### config.mk
export PLATFORM = sky130hd
export DESIGN_NAME = dtc_timer_pair
export DESIGN_NICKNAME = d
export VERILOG_FILES = /design/src/logic/dtc_pkg.sv /design/src/logic/dtc_timer_pair.sv
export SDC_FILE = /design/constraint.sdc
export NUM_CORES = 1
export LEC_CHECK = 0
export ABC_AREA = 1
export BUFFER_PORTS_ARGS = -buffer_cell sky130_fd_sc_hd__buf_2
export CORE_UTILIZATION = 30
export DETAILED_ROUTE_END_ITERATION = 7
export GPL_ROUTABILITY_DRIVEN = 0
export PLACE_DENSITY_LB_ADDON = 0.1
export SETUP_SLACK_MARGIN = 0.1
export SLEW_MARGIN = 30
export SYNTH_ARGS = -nofsm -noshare
export SYNTH_HDL_FRONTEND = slang
export SYNTH_SLANG_ARGS = --single-unit
### constraint.sdc
create_clock -name i_mclk -period 4.9 [get_ports i_mclk]
set_input_delay 0.49 -clock i_mclk [delete_from_list [all_inputs] [get_ports i_mclk]]
set_output_delay 0.49 -clock i_mclk [all_outputs]
set_load 0.02 [all_outputs]
### src/logic/dtc_pkg.sv
// dtc_pkg: register map, field positions and reset values of the timer pair
// assumes an aligned 32-bit register bus with one register per word
package dtc_pkg;
    // register byte offsets
    localparam logic [7:0] DTC_OFF_CTRL = 8'h00;
    localparam logic [7:0] DTC_OFF_MODE = 8'h04;
    localparam logic [7:0] DTC_OFF_CLK = 8'h08;
    localparam logic [7:0] DTC_OFF_CNT0 = 8'h0C;
    localparam logic [7:0] DTC_OFF_CNT1 = 8'h10;
    localparam logic [7:0] DTC_OFF_IEN = 8'h14;
    // timer_control_status bits
    localparam int DTC_B_OVF1 = 7;
    localparam int DTC_B_RUN1 = 6;
    localparam int DTC_B_OVF0 = 5;
    localparam int DTC_B_RUN0 = 4;
    // timer_mode_register bits
    localparam int DTC_B_GATE_ENABLE_ONE = 7;
    localparam int DTC_B_CSEL1 = 6;
    localparam int DTC_B_MODE1 = 4;
    localparam int DTC_B_GATE_ENABLE_ZERO = 3;
    localparam int DTC_B_CSEL0 = 2;
    localparam int DTC_B_MODE0 = 0;
    // clock_scale_register bits
    localparam int DTC_B_SYS1 = 4;
    localparam int DTC_B_SYS0 = 3;
    localparam int DTC_B_SCALE = 0;
    // interrupt enable bits
    localparam int DTC_B_IEN0 = 0;
    localparam int DTC_B_IEN1 = 1;
    // reset values
    localparam logic [7:0] DTC_RST_BYTE = 8'h00;
    localparam logic [15:0] DTC_RST_CNT = 16'h0000;
    // mode codes
    localparam logic [1:0] DTC_M13 = 2'b00;
    localparam logic [1:0] DTC_M16 = 2'b01;
    localparam logic [1:0] DTC_M8R = 2'b10;
    localparam logic [1:0] DTC_MSPL = 2'b11;
    // prescale dividers for field codes 0..3
    localparam int DTC_DIV0 = 12;
    localparam int DTC_DIV1 = 4;
    localparam int DTC_DIV2 = 48;
    localparam int DTC_DIV3 = 8;
    // axi responses
    localparam logic [1:0] DTC_OKAY = 2'b00;
    localparam logic [1:0] DTC_SLVERR = 2'b10;
    typedef enum logic [1:0] {DTC_IDLE, DTC_RESP} dtc_wr_e;
endpackage

### src/logic/dtc_timer_pair.sv
// dtc_timer_pair: two 8051-style counter/timers behind an AXI4-Lite slave
// assumes event and gate pins synchronous to i_mclk; one clock domain
// Operation
// - counter-select set: timer 0 counts falling edges on its event pin.
// - otherwise timer 0 counts system clock, or prescaled clock if not selected.
// - timer 0 counts only when run and (gate disabled or gate input high).
// - setting run never clears or reloads the count.
// - timer 1 mirrors timer 0 with its own bits and gate input.
// - 16-bit mode uses all sixteen count bits.
// - 8-bit reload: low byte wraps, sets flag, reloads from high byte.
// - a set flag with its interrupt enabled raises an interrupt request.
// - split mode: timer 0 low byte is its own 8-bit counter/timer.
// - split mode: high byte counts internal clock under run one, sets flag one.
// - split mode: timer 1 ignores events, never sets flag, still pulses out.
// - split mode: timer 1 runs in modes 0 to 2, stops in mode 3.
// - 13-bit mode: high byte plus low five bits; wrap 0x1FFF sets flag.
// - mode field 00 13-bit, 01 16-bit, 10 auto-reload, 11 split/inactive.
//
// The implementer's own choices: the placing of the registers and the AXI4-Lite slave port.
`timescale 1ns/1ps
module dtc_timer_pair import dtc_pkg::*; #(
    parameter int ADDR_W = 8
) (
    // clock and reset
    input wire logic i_mclk,
    input wire logic i_rst_n,
    // axi4-lite write
    input wire logic [ADDR_W-1:0] i_awaddr,
    input wire logic i_awvalid,
    output logic o_awready,
    input wire logic [31:0] i_wdata,
    input wire logic [3:0] i_wstrb,
    input wire logic i_wvalid,
    output logic o_wready,
    output logic [1:0] o_bresp,
    output logic o_bvalid,
    input wire logic i_bready,
    // axi4-lite read
    input wire logic [ADDR_W-1:0] i_araddr,
    input wire logic i_arvalid,
    output logic o_arready,
    output logic [31:0] o_rdata,
    output logic [1:0] o_rresp,
    output logic o_rvalid,
    input wire logic i_rready,
    // pins
    input wire logic i_event_pin_zero,
    input wire logic i_event_pin_one,
    input wire logic i_gate_input_zero,
    input wire logic i_gate_input_one,
    // processor side
    input wire logic i_vector_zero,
    input wire logic i_vector_one,
    output logic o_irq_zero,
    output logic o_irq_one,
    output logic o_ovf_pulse_one
);
    if (ADDR_W < 5 || ADDR_W > 8) begin : g_addr_check
        $error("ADDR_W must be 5 to 8");
    end

    logic [7:0] tcs_q, tmr_q, cks_q, ien_q;
    logic [15:0] cnt0_q, cnt0_d, cnt1_q, cnt1_d;
    logic [5:0] pre_q;
    logic ev0_q, ev1_q;
    logic bv_q, rv_q;
    logic [1:0] br_q, rr_q;
    logic [31:0] rd_q;

    // prescaler tick
    logic [5:0] div_lim;
    logic pre_tick;
    assign div_lim = (cks_q[1:0] == 2'd0) ? 6'(DTC_DIV0 - 1) :
                     (cks_q[1:0] == 2'd1) ? 6'(DTC_DIV1 - 1) :
                     (cks_q[1:0] == 2'd2) ? 6'(DTC_DIV2 - 1) :
                     6'(DTC_DIV3 - 1);
    assign pre_tick = (pre_q >= div_lim);

    // event edges (pins already synchronous)
    wire fall0 = ev0_q & ~i_event_pin_zero;
    wire fall1 = ev1_q & ~i_event_pin_one;

    wire [1:0] m0 = tmr_q[DTC_B_MODE0 +: 2];
    wire [1:0] m1 = tmr_q[DTC_B_MODE1 +: 2];
    wire split = (m0 == DTC_MSPL);
    wire int_tick0 = cks_q[DTC_B_SYS0] | pre_tick;
    wire int_tick1 = cks_q[DTC_B_SYS1] | pre_tick;
    wire tick0 = tmr_q[DTC_B_CSEL0] ? fall0 : int_tick0;
    // in split mode timer 1 counts internal clock only
    wire tick1 = (tmr_q[DTC_B_CSEL1] && !split) ? fall1 : int_tick1;
    wire en0 = tcs_q[DTC_B_RUN0] &
        (~tmr_q[DTC_B_GATE_ENABLE_ZERO] | i_gate_input_zero);
    wire en1_norm = tcs_q[DTC_B_RUN1] &
        (~tmr_q[DTC_B_GATE_ENABLE_ONE] | i_gate_input_one);
    // with timer 0 split, timer 1 runs on its mode field alone
    wire en1 = split ? (m1 != DTC_MSPL) : (en1_norm & (m1 != DTC_MSPL));
    wire inc0 = en0 & tick0;
    wire inc1 = en1 & tick1;
    wire inc_hi0 = split & tcs_q[DTC_B_RUN1] & int_tick0;

    // counter next state, timer 0
    logic ovf0, ovf_hi0, ovf1;
    always_comb begin
        cnt0_d = cnt0_q;
        ovf0 = 1'b0;
        ovf_hi0 = 1'b0;
        unique case (m0)
            DTC_M13: if (inc0) begin
                ovf0 = (cnt0_q[15:8] == 8'hFF) && (cnt0_q[4:0] == 5'h1F);
                if (cnt0_q[4:0] == 5'h1F) begin
                    cnt0_d[4:0] = 5'h00;
                    cnt0_d[15:8] = cnt0_q[15:8] + 8'h01;
                end else begin
                    cnt0_d[4:0] = cnt0_q[4:0] + 5'h01;
                end
            end
            DTC_M16: if (inc0) begin
                ovf0 = (cnt0_q == 16'hFFFF);
                cnt0_d = cnt0_q + 16'h0001;
            end
            DTC_M8R: if (inc0) begin
                ovf0 = (cnt0_q[7:0] == 8'hFF);
                cnt0_d[7:0] = ovf0 ? cnt0_q[15:8] : cnt0_q[7:0] + 8'h01;
            end
            DTC_MSPL: begin
                if (inc0) begin
                    ovf0 = (cnt0_q[7:0] == 8'hFF);
                    cnt0_d[7:0] = cnt0_q[7:0] + 8'h01;
                end
                if (inc_hi0) begin
                    ovf_hi0 = (cnt0_q[15:8] == 8'hFF);
                    cnt0_d[15:8] = cnt0_q[15:8] + 8'h01;
                end
            end
        endcase
    end

    // counter next state, timer 1
    always_comb begin
        cnt1_d = cnt1_q;
        ovf1 = 1'b0;
        unique case (m1)
            DTC_M13: if (inc1) begin
                ovf1 = (cnt1_q[15:8] == 8'hFF) && (cnt1_q[4:0] == 5'h1F);
                if (cnt1_q[4:0] == 5'h1F) begin
                    cnt1_d[4:0] = 5'h00;
                    cnt1_d[15:8] = cnt1_q[15:8] + 8'h01;
                end else begin
                    cnt1_d[4:0] = cnt1_q[4:0] + 5'h01;
                end
            end
            DTC_M16: if (inc1) begin
                ovf1 = (cnt1_q == 16'hFFFF);
                cnt1_d = cnt1_q + 16'h0001;
            end
            DTC_M8R: if (inc1) begin
                ovf1 = (cnt1_q[7:0] == 8'hFF);
                cnt1_d[7:0] = ovf1 ? cnt1_q[15:8] : cnt1_q[7:0] + 8'h01;
            end
            DTC_MSPL: begin
            end
        endcase
    end

    wire set_f0 = ovf0;
    wire set_f1 = split ? ovf_hi0 : ovf1;

    // bus decode
    wire wr_go = i_awvalid & i_wvalid & ~bv_q;
    wire rd_go = i_arvalid & ~rv_q;
    wire [7:0] wa = 8'(i_awaddr);
    wire [7:0] ra = 8'(i_araddr);
    wire wb0 = wr_go & i_wstrb[0];
    wire wb1 = wr_go & i_wstrb[1];
    wire w_ctrl = wb0 & (wa == DTC_OFF_CTRL);
    wire w_mode = wb0 & (wa == DTC_OFF_MODE);
    wire w_clk = wb0 & (wa == DTC_OFF_CLK);
    wire w_ien = wb0 & (wa == DTC_OFF_IEN);
    wire w_c0l = wb0 & (wa == DTC_OFF_CNT0);
    wire w_c0h = wb1 & (wa == DTC_OFF_CNT0);
    wire w_c1l = wb0 & (wa == DTC_OFF_CNT1);
    wire w_c1h = wb1 & (wa == DTC_OFF_CNT1);
    wire wa_ok = (wa == DTC_OFF_CTRL) | (wa == DTC_OFF_MODE) |
        (wa == DTC_OFF_CLK) | (wa == DTC_OFF_CNT0) |
        (wa == DTC_OFF_CNT1) | (wa == DTC_OFF_IEN);
    wire ra_ok = (ra == DTC_OFF_CTRL) | (ra == DTC_OFF_MODE) |
        (ra == DTC_OFF_CLK) | (ra == DTC_OFF_CNT0) |
        (ra == DTC_OFF_CNT1) | (ra == DTC_OFF_IEN);
    wire [31:0] rmux = (ra == DTC_OFF_CTRL) ? {24'h0000_00, tcs_q} :
        (ra == DTC_OFF_MODE) ? {24'h0000_00, tmr_q} :
        (ra == DTC_OFF_CLK) ? {24'h0000_00, cks_q} :
        (ra == DTC_OFF_CNT0) ? {16'h0000, cnt0_q} :
        (ra == DTC_OFF_CNT1) ? {16'h0000, cnt1_q} :
        (ra == DTC_OFF_IEN) ? {24'h0000_00, ien_q} : 32'h0000_0000;

    // flags: hardware set wins over vector or software clear
    logic [7:0] tcs_d;
    always_comb begin
        tcs_d = w_ctrl ? i_wdata[7:0] : tcs_q;
        if (w_ctrl && !i_wdata[DTC_B_OVF0]) begin
            tcs_d[DTC_B_OVF0] = 1'b0;
        end else if (!w_ctrl) begin
            tcs_d[DTC_B_OVF0] = tcs_q[DTC_B_OVF0] & ~i_vector_zero;
        end
        if (w_ctrl && !i_wdata[DTC_B_OVF1]) begin
            tcs_d[DTC_B_OVF1] = 1'b0;
        end else if (!w_ctrl) begin
            tcs_d[DTC_B_OVF1] = tcs_q[DTC_B_OVF1] & ~i_vector_one;
        end
        if (set_f0) begin
            tcs_d[DTC_B_OVF0] = 1'b1;
        end
        if (set_f1) begin
            tcs_d[DTC_B_OVF1] = 1'b1;
        end
    end

    always_ff @(posedge i_mclk or negedge i_rst_n) begin
        if (!i_rst_n) begin
            tcs_q <= DTC_RST_BYTE;
            tmr_q <= DTC_RST_BYTE;
            cks_q <= DTC_RST_BYTE;
            ien_q <= DTC_RST_BYTE;
            pre_q <= 6'h00;
            ev0_q <= 1'b1;
            ev1_q <= 1'b1;
        end else begin
            tcs_q <= tcs_d;
            if (w_mode) tmr_q <= i_wdata[7:0];
            if (w_clk) cks_q <= i_wdata[7:0];
            if (w_ien) ien_q <= i_wdata[7:0];
            pre_q <= pre_tick ? 6'h00 : pre_q + 6'h01;
            ev0_q <= i_event_pin_zero;
            ev1_q <= i_event_pin_one;
        end
    end

    // counts: software write overrides a same-cycle increment
    always_ff @(posedge i_mclk or negedge i_rst_n) begin
        if (!i_rst_n) begin
            cnt0_q <= DTC_RST_CNT;
            cnt1_q <= DTC_RST_CNT;
        end else begin
            cnt0_q[7:0] <= w_c0l ? i_wdata[7:0] : cnt0_d[7:0];
            cnt0_q[15:8] <= w_c0h ? i_wdata[15:8] : cnt0_d[15:8];
            cnt1_q[7:0] <= w_c1l ? i_wdata[7:0] : cnt1_d[7:0];
            cnt1_q[15:8] <= w_c1h ? i_wdata[15:8] : cnt1_d[15:8];
        end
    end

    // bus responses
    always_ff @(posedge i_mclk or negedge i_rst_n) begin
        if (!i_rst_n) begin
            bv_q <= 1'b0;
            br_q <= DTC_OKAY;
            rv_q <= 1'b0;
            rr_q <= DTC_OKAY;
            rd_q <= 32'h0000_0000;
            o_ovf_pulse_one <= 1'b0;
        end else begin
            if (wr_go) begin
                bv_q <= 1'b1;
                br_q <= wa_ok ? DTC_OKAY : DTC_SLVERR;
            end else if (i_bready) begin
                bv_q <= 1'b0;
            end
            if (rd_go) begin
                rv_q <= 1'b1;
                rr_q <= ra_ok ? DTC_OKAY : DTC_SLVERR;
                rd_q <= rmux;
            end else if (i_rready) begin
                rv_q <= 1'b0;
            end
            o_ovf_pulse_one <= ovf1;
        end
    end

    assign o_awready = wr_go;
    assign o_wready = wr_go;
    assign o_bvalid = bv_q;
    assign o_bresp = br_q;
    assign o_arready = rd_go;
    assign o_rvalid = rv_q;
    assign o_rresp = rr_q;
    assign o_rdata = rd_q;
    assign o_irq_zero = tcs_q[DTC_B_OVF0] & ien_q[DTC_B_IEN0];
    assign o_irq_one = tcs_q[DTC_B_OVF1] & ien_q[DTC_B_IEN1];

    // checks
    a_gate_halts: assert property (
        @(posedge i_mclk) disable iff (!i_rst_n)
        (!en0 && m0 == DTC_M16 && !w_c0l && !w_c0h)
        |=> cnt0_q == $past(cnt0_q))
        else $error("timer 0 moved while disabled");
    a_run_keeps: assert property (
        @(posedge i_mclk) disable iff (!i_rst_n)
        ($rose(tcs_q[DTC_B_RUN0]) && m0 == DTC_M16)
        |-> cnt0_q == $past(cnt0_q) || cnt0_q == $past(cnt0_q) + 16'h1)
        else $error("run set altered count");
    a_reload_value: assert property (
        @(posedge i_mclk) disable iff (!i_rst_n)
        (m0 == DTC_M8R && inc0 && cnt0_q[7:0] == 8'hFF && !w_c0l && !w_c0h)
        |=> cnt0_q[7:0] == $past(cnt0_q[15:8]) && tcs_q[DTC_B_OVF0])
        else $error("auto-reload wrong");
    a_wrap_13: assert property (
        @(posedge i_mclk) disable iff (!i_rst_n)
        (m0 == DTC_M13 && inc0 && cnt0_q[15:8] == 8'hFF &&
         cnt0_q[4:0] == 5'h1F) |=> tcs_q[DTC_B_OVF0])
        else $error("13-bit wrap lost flag");
    a_event_count: assert property (
        @(posedge i_mclk) disable iff (!i_rst_n)
        (m0 == DTC_M16 && tmr_q[DTC_B_CSEL0] && en0 && fall0 &&
         cnt0_q != 16'hFFFF && !w_c0l && !w_c0h)
        |=> cnt0_q == $past(cnt0_q) + 16'h1)
        else $error("event edge not counted");
    a_split_nof1: assert property (
        @(posedge i_mclk) disable iff (!i_rst_n)
        (split && !inc_hi0 && ovf1) |=> $stable(tcs_q[DTC_B_OVF1])
        || !tcs_q[DTC_B_OVF1])
        else $error("timer 1 set flag in split mode");
    a_split_hi: assert property (
        @(posedge i_mclk) disable iff (!i_rst_n)
        (split && tcs_q[DTC_B_RUN1] && cks_q[DTC_B_SYS0] && !w_c0h)
        |=> cnt0_q[15:8] == 8'($past(cnt0_q[15:8]) + 8'h1))
        else $error("split high byte not counting");
    a_split_pulse: assert property (
        @(posedge i_mclk) disable iff (!i_rst_n)
        (split && ovf1) |=> o_ovf_pulse_one)
        else $error("timer 1 overflow pulse lost in split mode");
    a_irq_follow: assert property (
        @(posedge i_mclk) disable iff (!i_rst_n)
        (set_f0 && ien_q[DTC_B_IEN0] && !w_ien) |=> o_irq_zero)
        else $error("no interrupt on overflow");
    a_irq_one: assert property (
        @(posedge i_mclk) disable iff (!i_rst_n)
        (set_f1 && ien_q[DTC_B_IEN1] && !w_ien) |=> o_irq_one)
        else $error("no timer 1 interrupt on overflow");
    a_vec_clear: assert property (
        @(posedge i_mclk) disable iff (!i_rst_n)
        (i_vector_zero && !set_f0 && !w_ctrl) |=> !tcs_q[DTC_B_OVF0])
        else $error("vector did not clear timer 0 flag");
    a_t1_gate: assert property (
        @(posedge i_mclk) disable iff (!i_rst_n)
        (m1 == DTC_M16 && !split && tmr_q[DTC_B_GATE_ENABLE_ONE] &&
         !i_gate_input_one && !w_c1l && !w_c1h) |=> $stable(cnt1_q))
        else $error("timer 1 moved with gate low");
    a_t1_stop: assert property (
        @(posedge i_mclk) disable iff (!i_rst_n)
        (m1 == DTC_MSPL && !w_c1l && !w_c1h) |=> $stable(cnt1_q))
        else $error("timer 1 ran in mode 3");
    c_ovf16: cover property (@(posedge i_mclk) m0 == DTC_M16 && ovf0);
    c_reload: cover property (@(posedge i_mclk) m1 == DTC_M8R && ovf1);
    c_split: cover property (@(posedge i_mclk) split && ovf_hi0);
    c_gate: cover property (@(posedge i_mclk) tmr_q[DTC_B_GATE_ENABLE_ZERO] && inc0);
    c_split_t1: cover property (@(posedge i_mclk) split && ovf1);
endmodule // dtc_timer_pair

* Word level (Yosys, flattened, before mapping) *
Index checks and enable logic that the tools add are counted.

storage, ports and cells
  bits in read-only memories = 0
  latch bits = 0
  register bits = 111
  memories = 0
  input bits = 65
  output and inout bits = 44
  logic and storage cells = 206
  bits in writable memories = 0

cells by class
  multiplexer cells = 61
  add/sub/neg operators = 9
  reductions and logical operators = 27
  bitwise operators = 48
  eq/ne operators = 40
  divide/modulo/power cells = 0
  $mul = 0
  shift operators = 0
  order comparisons = 1

operators by type and width
  kind                                                  count
  two-way mux 8 bit                                     15
  two-way mux 16 bit                                    7
  != test 3 bit (second input constant)                 14
  adder 16 x 1 -> 16 bit (second input constant)        2
  adder 8 x 1 -> 8 bit (second input constant)          4
  equality test 16 bit (second input constant)          2
  equality test 8 x 4 -> 1 bit (second input constant)  4
  equality test 8 x 5 -> 1 bit (second input constant)  4
  equality test 8 bit (second input constant)           4
  AND 1 bit                                             26
  two-way mux 6 bit                                     4
  one-hot mux 8 bit (3 select lines)                    1
  two-way mux 1 bit                                     21
  two-way mux 5 bit                                     4
  one-hot mux 5 bit (4 select lines)                    1
  equality test 8 x 3 -> 1 bit (second input constant)  2
  logical NOT 8 bit                                     2
  one-hot mux 8 bit (2 select lines)                    1
  AND reduction 4 bit                                   4
  one-hot mux 5 bit (3 select lines)                    1
  OR 1 bit                                              14
  nonzero test 4 bit                                    3
  adder 5 x 1 -> 5 bit (second input constant)          2
  equality test 5 bit (second input constant)           2
  18 further kinds                                      42

* Longest topological paths before layout *
Gate-level depths: netlist of the first run.

  depth in word-level cells = 12
  gate-level depth with buffers = 15
  mapped depth without buffers = 15

* Worst setup path after synthesis of the first run *
Ideal clock, no wire load.

  kind = register to register
  start point = reg cks_q[0]
  end point = reg cnt0_q[10]
  setup time = 0.117 ns
  path buffers = 0
  clock period less this slack = 2.078 ns
  arrival time = 1.961 ns
  setup slack = 2.822 ns
  data required time = 4.783 ns
  cell stages (with the launch flop) = 13
  cells stage by stage = dfrtp_1 or2_2 ha_1 a21oi_1 nand2_1 nor2_2 nand3_1 nand2_2 nand2_1 nand3_2 nand2_2 nand2_1 nand2_1

on the way
  word-level cells in the longest chain between the ends = 10
  elaborated cells between the ends (all ways) = 15
  those cells by class = order compare (1); eq/ne (5); mux (4); bitwise (3); reduce/logical (2)

RTL lines
  item                             line                   source
  from (decl)                      dtc_timer_pair.sv:62   logic [7:0] tcs_q, tmr_q, cks_q, ien_q;
  from (signal assigned)           dtc_timer_pair.sv:230  if (w_clk) cks_q <= i_wdata[7:0];
  equality test 2 bit              dtc_timer_pair.sv:75   (cks_q[1:0] == 2'd2) ? 6'(DTC_DIV2 - 1) :
  two-way mux 6 bit                dtc_timer_pair.sv:75
  two-way mux 6 bit                dtc_timer_pair.sv:74   (cks_q[1:0] == 2'd1) ? 6'(DTC_DIV1 - 1) :
  two-way mux 6 bit *              dtc_timer_pair.sv:73   assign div_lim = (cks_q[1:0] == 2'd0) ? 6'(DTC_DIV0 - 1) :
  >= comparator 6 bit *            dtc_timer_pair.sv:77   assign pre_tick = (pre_q >= div_lim);
  OR 1 bit *                       dtc_timer_pair.sv:86   wire int_tick0 = cks_q[DTC_B_SYS0] | pre_tick;
  two-way mux 1 bit                dtc_timer_pair.sv:88   wire tick0 = tmr_q[DTC_B_CSEL0] ? fall0 : int_tick0;
  AND 1 bit                        dtc_timer_pair.sv:97   wire inc0 = en0 & tick0;
  != test 3 bit (no line)          --
  AND reduction 5 bit (no line) *  --
  to (signal assigned)             dtc_timer_pair.sv:245  cnt0_q[15:8] <= w_c0h ? i_wdata[15:8] : cnt0_d[15:8];
  to (decl)                        dtc_timer_pair.sv:63   logic [15:0] cnt0_q, cnt0_d, cnt1_q, cnt1_d;

Mark *: on every way between the ends. The rest lies on a longest branch, timed or not.
A chain may end at the register's enable or synchronous reset.

* Worst setup path after layout of the first run *
  start point = reg cks_q[0]
  end point = reg cnt1_q[4]

on the way
  word-level cells in the longest chain between the ends = 10
  elaborated cells between the ends (all ways) = 14
  those cells by class = order compare (1); eq/ne (5); mux (4); bitwise (2); reduce/logical (2)

RTL lines
  item                             line                   source
  equality test 2 bit              dtc_timer_pair.sv:75
  two-way mux 6 bit                dtc_timer_pair.sv:75
  two-way mux 6 bit                dtc_timer_pair.sv:74
  two-way mux 6 bit *              dtc_timer_pair.sv:73
  >= comparator 6 bit *            dtc_timer_pair.sv:77
  OR 1 bit *                       dtc_timer_pair.sv:87   wire int_tick1 = cks_q[DTC_B_SYS1] | pre_tick;
  two-way mux 1 bit *              dtc_timer_pair.sv:90   wire tick1 = (tmr_q[DTC_B_CSEL1] && !split) ? fall1 : int_tick1;
  AND 1 bit *                      dtc_timer_pair.sv:98   wire inc1 = en1 & tick1;
  != test 3 bit (no line)          --
  AND reduction 4 bit (no line) *  --
  to (signal assigned)             dtc_timer_pair.sv:246  cnt1_q[7:0] <= w_c1l ? i_wdata[7:0] : cnt1_d[7:0];
  to (decl)                        dtc_timer_pair.sv:63

Marked as above.

==> summary.md, run 1 <==
| Metric | Value |
|---|---|
| Status | complete, no violations |
| H-Tree Depth | 3 |
| Core box area | 20,400 µm² |
| Req. time, crit path | between 5 and 6 ns |
| YS warnings | 0 |
| Placed instance count | 1,241 |
| Average wire per standard cell | 16.1 µm |
| Worst Setup End Kind | register |
| Critical path endpoint | cnt1_q[4] |
| Crit-path cells | or2_2, ha_1, a21oi_1, nand3_1, nor2_1, nand2_1, nand3_1, nand2_1, nand3_1, nand2_1 |
| Unrepaired setup endpoints after global routing | no |
| Max FO, Critical Path | 6 |
| Slew Viols, Final | 0 |
| Reg2reg start | cks_q[0] |
| Post-synthesis average cell area | 6.86 µm² |
| Rel. slew slack | 50.1% |
| Hold Crit Class | primary input to async pin |
| Final TNS setup | 0 ns |
| Max clock buf depth | 2 |
| Largest net degree at the start of global routing | 55 |
| Pwr per Cell Area | 302 nW/µm² |
| Grt met2 use | 30.8% |
| Total track usage | approximately a fifth |
| CP max stage cell | dfrtp_1 |
| XOR/XNOR Fraction of Synth Area | 1.54% |
| Minimum clock period after layout | 2.58 ns |
| Residual DRC | 0 |
| Cell count after synthesis | approximately 910 |
| Global-route wire length before repair | 32,100 µm |
| Worst path top cell family by delay | simple AND/OR/NAND/NOR gates |
| Postcts setup bufs | 0 |
| Post-synth top area share | between 30% and 40% |
| Final std cells w/o fill | 1,257 |
| Vias in the first global route | 5,573 |
| Levels on crit path | 10 |
| Worst path max stage delay | between 0.4 and 0.5 ns |
| Number of I/O port buffers | 72 |
| Fmax | 0.387 GHz |
| Met1 global-route usage | between 20% and 30% |
| TritonCTS Sinks | 93 |
| Post-synthesis sequential area ratio | 37.2% |
| # IOs | 109 |
| Vias after detailed routing | approximately 6,000 |
| Max-Cap Viols | 0 |
| Die H | 147 µm |
| Buffers plus inverters on the worst setup path | 0 |
| Clock network latency to the later pin of the worst-skew pair | 0.36 ns |
| Mapped Area | roughly 6300 µm² |
| Netlist cell types | 40 |
| Final hold vios | 0 |
| CTS Buf Count | 9 |
| Skew final | around 0.011 ns |
| 1st-iter DRT viols | 303 |
| Gr ovfl total | 0 |
| Largest family of logic cells by synthesized area | simple AND/OR/NAND/NOR gates |
| Final HPWL DP | 15,500 µm |
| Clock transition at the registers of the reported paths | 0.07 ns |
| CTS tree | built |
| Yosys reg bits | 93 |
| CP startpoint | cks_q[0] |
| R2r setup slk | 2.32 ns |
| Area Overhead vs Synth | 14.2% |
| Met3 Use GR | 2.91% |
| Layout cell share with drive strength beyond 1 | 13.8% |
| DRT antenna net count | 0 |
| VDD IR-drop max | 176 µV |
| Final setup viols | 0 |
| Compound-Gate Fraction of Synth Area | 12.5% |
| Leakage power | 3.70 nW |
| Leading area contributor after synthesis | dfrtp_1 |
| Post-Synth Adder-Cell Area | under 10% |
| Ranking of synthesized cells by area | dfrtp_1 (36%), nand2_1 (16%), o21ai_0 (7.2%) |
| Setup CP Type | register to register |
| Row Count | 52 |
| Hold buffer count at cts | 0 |
| Setup crit start kind | register |
| Worst hold slack | 0.196 ns |
| Final Cycle Share | 52.7% |
| WP data arrival | 2.82 ns |
| First drt pass iteration count | 4 |
| Simple-Gate Fraction of Synth Area | 35.2% |
| Initial antenna violation count | 0 |
| Worst R2R Path Depth | 10 |
| Horiz. Die Dim | 147 µm |
| Fin nets | 1,065 |
| Drt via density | roughly 4.8 |
| Diode count | 0 |
| Worst-margin pin slew | 0.749 ns |
| Multiplexer share of the synthesized area | 0% |
| Initial core utilization | 30.8% |
| Die area | 21,500 µm² |
| Gr busiest metal | met2 |
| Clk Tree Root Cell | clkbuf_16 |
| Wirelength, routed | 20,200 µm |
| Post-CTS sizing | 0 |
| R2r endpoint | cnt1_q[4] |
==> area by class of cell <==
cell class                      count  area, µm²
Inverter                          111        417
Sequential cell                    93       2330
Tap cell                          270        338
Clock buffer                       11        253
Fill cell                        2261      13200
Clock inverter                      5       63.8
Multi-Input combinational cell    693       3370
Timing Repair Buffer               74        378
==> cell families after synthesis <==
kind of cell | count (synthesis)
buf+inv | 144
compound gates | 152
flops | 93
xor+xnor | 11
other cells | 1
fa+ha+maj | 18
simple gates | 494
==> layout by cell type, fill, tap and decap left out, types with 4 or more instances in the layout <==
cell type  count
inv_1        101
nand2_1      269
nor3_1         4
nor2_2         8
o21ai_0       90
clkbuf_16      9
nor2_4         6
nand2_2       10
nand3_1       89
o21ai_1       19
conb_1        18
nor2_1        75
inv_2          7
a21oi_1       31
nand4_1       13
buf_2         71
or2_2          4
dfrtp_1       91
xor2_1        10
nand3_2        4
o22ai_1        5
ha_1          18
==> state kept, by name, summed over array words and instances, names as in the netlist <==
signal and cells:
tcs_q 8, o_ovf_pulse_one 1, ev0_q 1, pre_q 6, ien_q 8, ev1_q 1
cnt0_q 16, o_rresp 1, o_rdata 16, o_rvalid 1, o_bvalid 1, tmr_q 8
o_bresp 1, cks_q 8, cnt1_q 16
==> cell usage after synthesis <==
cell and number:
xor2_1 10, buf_2 4, a21oi_1 31, nor2_4 6
and3_1 1, nand2_4 1, buf_4 19, o21ai_0 90
xnor2_1 1, o211ai_1 3, o21a_1 1, or2_1 1
nor2_1 75, inv_2 7, nor3b_2 1, nand3_2 4
conb_1 1, ha_1 18, o21ai_1 19, nor4_1 2
dfrtp_1 91, o22ai_1 5, nor2_2 8, buf_6 1
nor4_4 1, or2_2 4, nor3_4 1, clkbuf_1 9
a31oi_1 1, clkinv_1 3, nand3b_1 3, nand3_1 89
nand2_2 10, nand2_1 269, o31ai_1 2, inv_1 101
nand4_1 13, nor3_2 1, dfstp_2 2, nor3_1 4
==> power breakdown <==
| group | switching [mW] | internal (mW) |
|---|---|---|
| logic | 0.318 | 0.167 |
| clock network | 0.332 | 0.429 |
| registers | 0.0864 | 0.830 |
==> per-layer routing <==
metal,part of all wire (%),vias up
met5,0,-
met4,1.3,0
met3,4.5,16
met2,45,172
met1,49,2751
li1,-,3065
==> worst reg2reg max path, delay by kind of cell (launching register included) <==
family / cells / cell delay, ns
AND/OR/NAND/NOR: 8 / 1.50
flip-flops: 1 / 0.42
adder cells (fa/ha/maj): 1 / 0.30
AO/OA/AOI/OAI: 1 / 0.25
==> worst min path at each step <==
stage	start	to	slack, ns	cells after the start
after floorplan	i_rst_n	cks_q[0]	0.19	0
final	i_rst_n	pre_q[2]	0.20	1
after global routing	i_event_pin_zero	ev0_q	0.23	1
after detailed placement	pre_q[0]	pre_q[0]	0.45	1
after CTS	i_rst_n	pre_q[3]	0.22	1
after global placement	pre_q[0]	pre_q[0]	0.45	1
==> metrics by stage <==
step	worst slack [ns]	power [mW]	cell area (µm²)	util [%]
floorplan	2.82	1.25	6330	-
global placement	2.32	1.42	6840	33.6
detailed placement	2.29	1.42	6840	33.6
CTS	2.27	2.19	7150	35.1
global route	2.04	2.30	7150	35.1
finish	2.32	2.16	7150	35.1
(Power assumes the default switching activity.)
==> run 2, diff against run 1 <==
==> constraint.sdc (replaced) <==
create_clock -name i_mclk -period 2.7 [get_ports i_mclk]
set_input_delay 0.27 -clock i_mclk [delete_from_list [all_inputs] [get_ports i_mclk]]
set_output_delay 0.27 -clock i_mclk [all_outputs]
set_load 0.02 [all_outputs]
==> run 2 against run 1 <==
  * Count of clock-buffer cells in the layout down 2
  * First-iteration DRC count down 8.6%
  * Global-route usage up 0.23 points
  * Core utilization up 0.44 points
  * Die area unchanged
  * Fmax up 8.5%
  * Worst setup slack worse by 2.0 ns
  * Cell count up 0.88%
  * Non-clock buffer count up 11
  * Sequential share of layout area down 0.40 points
  * Total power up 83%
==> summary.md, run 2 (same netlist as run 1, synthesis figures left out) <==
| Metric | Value |
|---|---|
| Status | complete, no violations |
| Most frequent cells in the layout | nand2_1 (269), inv_1 (101), dfrtp_1 (91), o21ai_0 (90), nand3_1 (88) |
| Clock power share | 34.6% (-0.6 points) |
| Reg2reg start | cks_q[0] |
| # IOs | 109 (unchanged) |
| Fmax | 0.420 GHz (+8.5%) |
| Rel. slew slack | 57.4% (+7.3 points) |
| Max-Cap Viols | 0 (unchanged) |
| Gate power share | 23.7% (+1.3 points) |
| Average wire per standard cell | 16.1 µm (+0.20%) |
| Crit-path cells | or2_2, ha_1, inv_1, nor2_1, nand2_1, nand3_2, nor2_1, nand2_1, nand2_1, nor2_1, nor2_2, inv_1, nand2_1, nand2_1 |
| Postcts setup bufs | 0 (unchanged) |
| CP max stage cell | dfrtp_1 |
| Clock transition at the registers of the reported paths | 0.07 ns (about the same) |
| Die H | 147 µm (unchanged) |
| Minimum clock period after layout | 2.38 ns (-0.201 ns) |
| Vias in the first global route | 5,651 (+1.4%) |
| 1st-iter DRT viols | 277 (-8.6%) |
| Final setup viols | 0 (unchanged) |
| Max clock buf depth | 2 (unchanged) |
| Gr ovfl total | 0 (unchanged) |
| Final HPWL DP | 16,000 µm (+3.1%) |
| H-Tree Depth | 3 (unchanged) |
| First drt pass iteration count | 5 (+1) |
| Max FO, Critical Path | 5 (-1) |
| Layout cell share with drive strength beyond 1 | 14.8% (+1.1 points) |
| Tot Pwr | 3.96 mW (+83%) |
| Slew Viols, Final | 0 (unchanged) |
| TritonCTS Sinks | 93 (unchanged) |
| Global-route wire length before repair | 32,500 µm (+1.4%) |
| Total track usage | 19.8% (+0.23 points) |
| Fillers | 2,225 (-1.6%) |
| Residual DRC | 0 (unchanged) |
| Area Overhead vs Synth | 15.6% |
| Drt via density | 4.70 (-1.7%) |
| Wirelength, routed | 20,400 µm (+1.1%) |
| Worst path max stage delay | 0.42 ns (about the same) |
| CTS Buf Count | 9 (unchanged) |
| Req. time, crit path | 2.95 ns (-2.19 ns) |
| Net Sw Power | 1.39 mW (+89%) |
| Buffers plus inverters on the worst setup path | 2 (+2) |
| Row Count | 52 (unchanged) |
| Worst path top cell family by delay | simple AND/OR/NAND/NOR gates |
| Number of I/O port buffers | 72 (unchanged) |
| VDD IR-drop max | 341 µV (+94%) |
| Worst Hold Depth | 1 |
| Switch share | 35.1% (+1.1 points) |
| Setup CP Type | register to register |
| Worst Setup End Kind | register |
| Final TNS setup | 0 ns (unchanged) |
| Skew final | 0.00601 ns (-0.00545 ns) |
| Initial core utilization | 30.8% (unchanged) |
| WHS Endpoint | ev1_q |
| Sequential power share | 41.7% (-0.7 points) |
| Min-Delay Startpoint | i_event_pin_one |
| Most common cell after layout, fill and taps aside | nand2_1 |
| Storage cell area | 2330 µm² (unchanged) |
| Unrepaired setup endpoints after global routing | yes |
| Diode count | 0 (unchanged) |
| Final Cycle Share | 88.1% (+35 points) |
| Vias after detailed routing | 5,955 (-0.82%) |
| Clock network latency to the later pin of the worst-skew pair | 0.35 ns (about the same) |
| Clk Tree Root Cell | clkbuf_16 |
| Horiz. Die Dim | 147 µm (unchanged) |
| Fin nets | 1,076 (+1.0%) |
| Leakage power | 3.76 nW (+1.6%) |
| Pwr per Cell Area | 547 nW/µm² (+81%) |
| Worst R2R Path Depth | 14 (+4) |
| Internal power | 2.57 mW (+80%) |
| Multi-input gate area | 3390 µm² (+0.41%) |
| Die area | 21,500 µm² (unchanged) |
| WP data arrival | 2.63 ns (-0.19 ns) |
| Initial antenna violation count | 0 (unchanged) |
| R2r endpoint | cnt1_q[7] |
| Largest net degree at the start of global routing | 45 (-18%) |
| Worst-margin pin slew | 0.637 ns (-0.111 ns) |
| DRT antenna net count | 0 (unchanged) |
| Hold Crit Class | primary input to register |
| Most frequent CP cell | nand2_1 |
| Final hold vios | 0 (unchanged) |
| Core box area | 20,400 µm² (unchanged) |
| R2r setup slk | 0.32 ns (-2.00 ns) |
| CTS tree | built |
| Setup crit start kind | register |
[run 2: cell types whose count changed in the layout (fill, tap and decap cells not counted), sizes merged]
cell | previous run | this run
clkinv | 4 | 6
buf | 74 | 84
dlygate4sd3 | 0 | 1
clkinvlp | 1 | 0
clkbuf | 11 | 9
inv | 110 | 111
[run 2: through the flow]
stage	hold slack (ns)	utilization, %	instances	setup WS [ns]	cell area [µm²]
floorplan	-0.0256	-	930	0.622	6330
global placement	0.329	33.9	1251	0.199	6910
detailed placement	0.329	33.9	1251	0.171	6910
CTS	0.0121	35.5	1268	0.152	7230
global route	0.00517	35.6	1268	0.0795	7240
finish	0.0193	35.6	1268	0.320	7240
[run 2: routing by layer]
metal	part of all wire, %	vias to the layer above	track usage [%]
met5	0	-	0
met4	1.4	0	4.84
met3	3.5	15	2.59
met2	45	148	31.3
met1	50	2712	28.3
li1	-	3080	-
[run 2: worst register-to-register path, delay by kind of cell, from the launching register on]
family	cells	cell delay [ns]
AND/OR/NAND/NOR	11	1.40
flip-flops	1	0.42
adder cells (fa/ha/maj)	1	0.32
buffers and inverters	2	0.13
[run 2: power groups by stage]
stage / combinational [mW] / clock, mW / sequential [mW]
6_report: 0.939 / 1.37 / 1.65
5_1_grt: 1.09 / 1.46 / 1.67
4_1_cts: 0.932 / 1.40 / 1.65
3_5_place_dp: 0.926 / 0 / 1.68
3_3_place_gp: 0.930 / 0 / 1.67
2_1_floorplan: 0.627 / 0 / 1.65
[run 2: how the worst max path moves through the flow]
stage	startpoint	to	slack, ns	cells past startpoint
floorplan	cks_q[0]	cnt0_q[10]	0.62	12
global placement	cks_q[0]	cnt1_q[11]	0.20	11
detailed placement	cks_q[0]	cnt1_q[7]	0.17	12
CTS	cks_q[0]	cnt1_q[7]	0.15	12
global route	cks_q[0]	cnt1_q[7]	0.08	14
finish	cks_q[0]	cnt1_q[7]	0.32	14
[run 2: repair_timing]
item	in CTS	in global routing
hold buffers	1	0
resized for setup	0	3
endpoints found under the setup margin	0	20
hold endpoints to repair	41	0
[run 2: final cells by class]
| class | count | area share (%) |
|---|---|---|
| inverter | 111 | 5.75 |
| clock buffer | 9 | 3.11 |
| timing repair buffer | 85 | 6.39 |
| clock inverter | 7 | 1.12 |
| sequential | 93 | 32.2 |
| multi-input combinational | 693 | 46.8 |
| tap | 270 | 4.66 |
==> run 3, diff against run 2 <==
--- a/config.mk
+++ b/config.mk
@@ -6,9 +6,9 @@
 export NUM_CORES = 1
 export LEC_CHECK = 0
 export ABC_AREA = 1
-export BUFFER_PORTS_ARGS = -buffer_cell sky130_fd_sc_hd__buf_2
 export CORE_UTILIZATION = 30
 export DETAILED_ROUTE_END_ITERATION = 7
+export DONT_BUFFER_PORTS = 1
 export GPL_ROUTABILITY_DRIVEN = 0
 export PLACE_DENSITY_LB_ADDON = 0.1
 export SETUP_SLACK_MARGIN = 0.1
==> run 3 against run 2 <==
  * Cell count fell by 5.7%
  * Highest routed layer unchanged
  * Die area did not move
  * Sequential power barely moved
  * Sequential cell count did not move
  * Routed wire length fell by 1.4%
==> summary.md, run 3 (same netlist as run 1, synthesis figures left out) <==
| Metric | Value |
|---|---|
| Status | complete, no violations |
| Worst Hold Depth | 1 (unchanged) |
| Final Cycle Share | 89.1% (+0.97 points) |
| Max clock buf depth | 2 (unchanged) |
| CTS tree | built |
| R2r setup slk | 0.29 ns (-0.03 ns) |
| Worst Setup End Kind | register |
| Fin nets | 1,004 (-6.7%) |
| First drt pass iteration count | 5 (unchanged) |
| R2r endpoint | cnt1_q[7] |
| CTS Buf Count | 9 (unchanged) |
| 1st-iter DRT viols | 380 (+37%) |
| DP Worst Slack | 0.162 ns (-0.00887 ns) |
| Horiz. Die Dim | 147 µm (unchanged) |
| Fmax | 0.416 GHz (-1.1%) |
| Min-Delay Startpoint | i_bready |
| Total track usage | 19.3% (-0.42 points) |
| Levels on crit path | 14 (unchanged) |
| Worst-margin pin slew | 0.658 ns (+0.0209 ns) |
| Diode count | 0 (unchanged) |
| Core box area | 20,400 µm² (unchanged) |
| Slew Viols, Final | 0 (unchanged) |
| Gr ovfl total | 0 (unchanged) |
| Worst path max stage delay | 0.41 ns (about the same) |
| Worst setup margin | 0.294 ns (-0.0263 ns) |
| WHS Endpoint | o_bvalid |
| Layout cell share with drive strength beyond 1 | 7.88% (-6.9 points) |
| # IOs | 109 (unchanged) |
| Area Overhead vs Synth | 10.3% |
| Final std cells w/o fill | 1,196 (-5.7%) |
| Most frequent cells in the layout | nand2_1 (269), inv_1 (101), dfrtp_1 (91), o21ai_0 (90), nand3_1 (88) |
| H-Tree Depth | 3 (unchanged) |
| Max-Cap Viols | 0 (unchanged) |
| Multi-input gate area | 3390 µm² (unchanged) |
| Worst path top cell family by delay | simple AND/OR/NAND/NOR gates |
| Fillers | 2,251 (+1.2%) |
| Global-route wire length before repair | 31,700 µm (-2.4%) |
| Hold Crit Class | primary input to register |
| Final instance area | 6910 µm² (-4.6%) |
| Unrepaired setup endpoints after global routing | no |
| Row Count | 52 (unchanged) |
| Buffers plus inverters on the worst setup path | 2 (unchanged) |
| WP data arrival | 2.64 ns (about the same) |
| Setup crit start kind | register |
| Most common cell after layout, fill and taps aside | nand2_1 |
| CP max stage cell | dfrtp_1 |
| Skew final | 0.0126 ns (+0.00661 ns) |
| Leakage power | 3.45 nW (-8.2%) |
| Wirelength, routed | 20,100 µm (-1.4%) |
| TritonCTS Sinks | 93 (unchanged) |
| Storage cell area | 2330 µm² (unchanged) |
| Largest net degree at the start of global routing | 94 (+110%) |
| Rel. slew slack | 56.0% (-1.4 points) |
| Average wire per standard cell | 16.8 µm (+4.6%) |
| Final hold vios | 0 (unchanged) |
| Clock network latency to the later pin of the worst-skew pair | 0.35 ns (about the same) |
| Tot Pwr | 3.86 mW (-2.6%) |
| DRT antenna net count | 0 (unchanged) |
| Setup CP Type | register to register |
| Minimum clock period after layout | 2.41 ns (+0.0263 ns) |
| Worst hold slack | 0.0177 ns (-0.00156 ns) |
| Req. time, crit path | 2.94 ns (about the same) |
| Residual DRC | 0 (unchanged) |
| Final TNS setup | 0 ns (unchanged) |
| Initial antenna violation count | 0 (unchanged) |
| DP Area | 6540 µm² (-5.4%) |
| Max FO, Critical Path | 5 (unchanged) |
| Vias in the first global route | 5,452 (-3.5%) |
| Final HPWL DP | 15,500 µm (-3.3%) |
| Layout Utilization | 33.9% (-1.6 points) |
| Number of I/O port buffers | 0 (-100%) |
| Drt via density | 4.81 (+2.4%) |
| Final setup viols | 0 (unchanged) |
| Vias after detailed routing | 5,751 (-3.4%) |
| VDD IR-drop max | 316 µV (-7.5%) |
| Worst R2R Path Depth | 14 (unchanged) |
| Crit-path cells | or2_2, ha_1, inv_1, nor2_1, nand2_1, nand3_2, nor2_1, nand2_1, nand2_1, nor2_1, nor2_2, inv_1, nand2_1, nand2_1 |
| Reg2reg start | cks_q[0] |
| Postcts setup bufs | 0 (unchanged) |
| Most frequent CP cell | nand2_1 |
| Initial core utilization | 30.8% (unchanged) |
| Placed instance count | 1,176 (-6.0%) |
| Die area | 21,500 µm² (unchanged) |
| Die H | 147 µm (unchanged) |
| Clk Tree Root Cell | clkbuf_16 |
| Pwr per Cell Area | 558 nW/µm² (+2.1%) |
| Clock transition at the registers of the reported paths | 0.07 ns (about the same) |
-- run 3: how the worst max path moves through the flow --
stage                  start    endpoint  slack (ns)
floorplan           cks_q[0]  cnt0_q[10]        0.62
finish              cks_q[0]   cnt1_q[7]        0.29
CTS                 cks_q[0]   cnt1_q[7]        0.14
global route        cks_q[1]   cnt1_q[7]        0.10
detailed placement  cks_q[0]   cnt1_q[7]        0.16
global placement    cks_q[0]  cnt1_q[11]        0.18
-- run 3: final cells by class --
type | instances | share of cell area, %
multi-input cells | 693 | 49.0
flip-flops and latches | 93 | 33.7
inverters | 111 | 6.03
well taps | 270 | 4.89
clock buffers | 11 | 3.51
repair buffers | 13 | 1.99
clock inverters | 5 | 0.833
-- run 3: what timing repair did --
item / CTS / global route
setup endpoints to repair: 0 / 24
endpoints found under the hold margin: 95 / 0
gates resized for setup: 0 / 3
hold buffers: 4 / 0
-- run 3: power breakdown --
part / switching [mW] / internal, mW
registers: 0.157 / 1.51
clock network: 0.570 / 0.748
logic: 0.574 / 0.299
total: 1.30 / 2.55
-- run 3: layer usage --
| layer | global-route usage, % | vias up | routed length, µm |
|---|---|---|---|
| met5 | 0 | - | 0 |
| met4 | 3.59 | 0 | 159 |
| met3 | 3.91 | 13 | 931 |
| met2 | 31.0 | 132 | 9000 |
| met1 | 27.0 | 2663 | 10000 |
| li1 | - | 2943 | - |
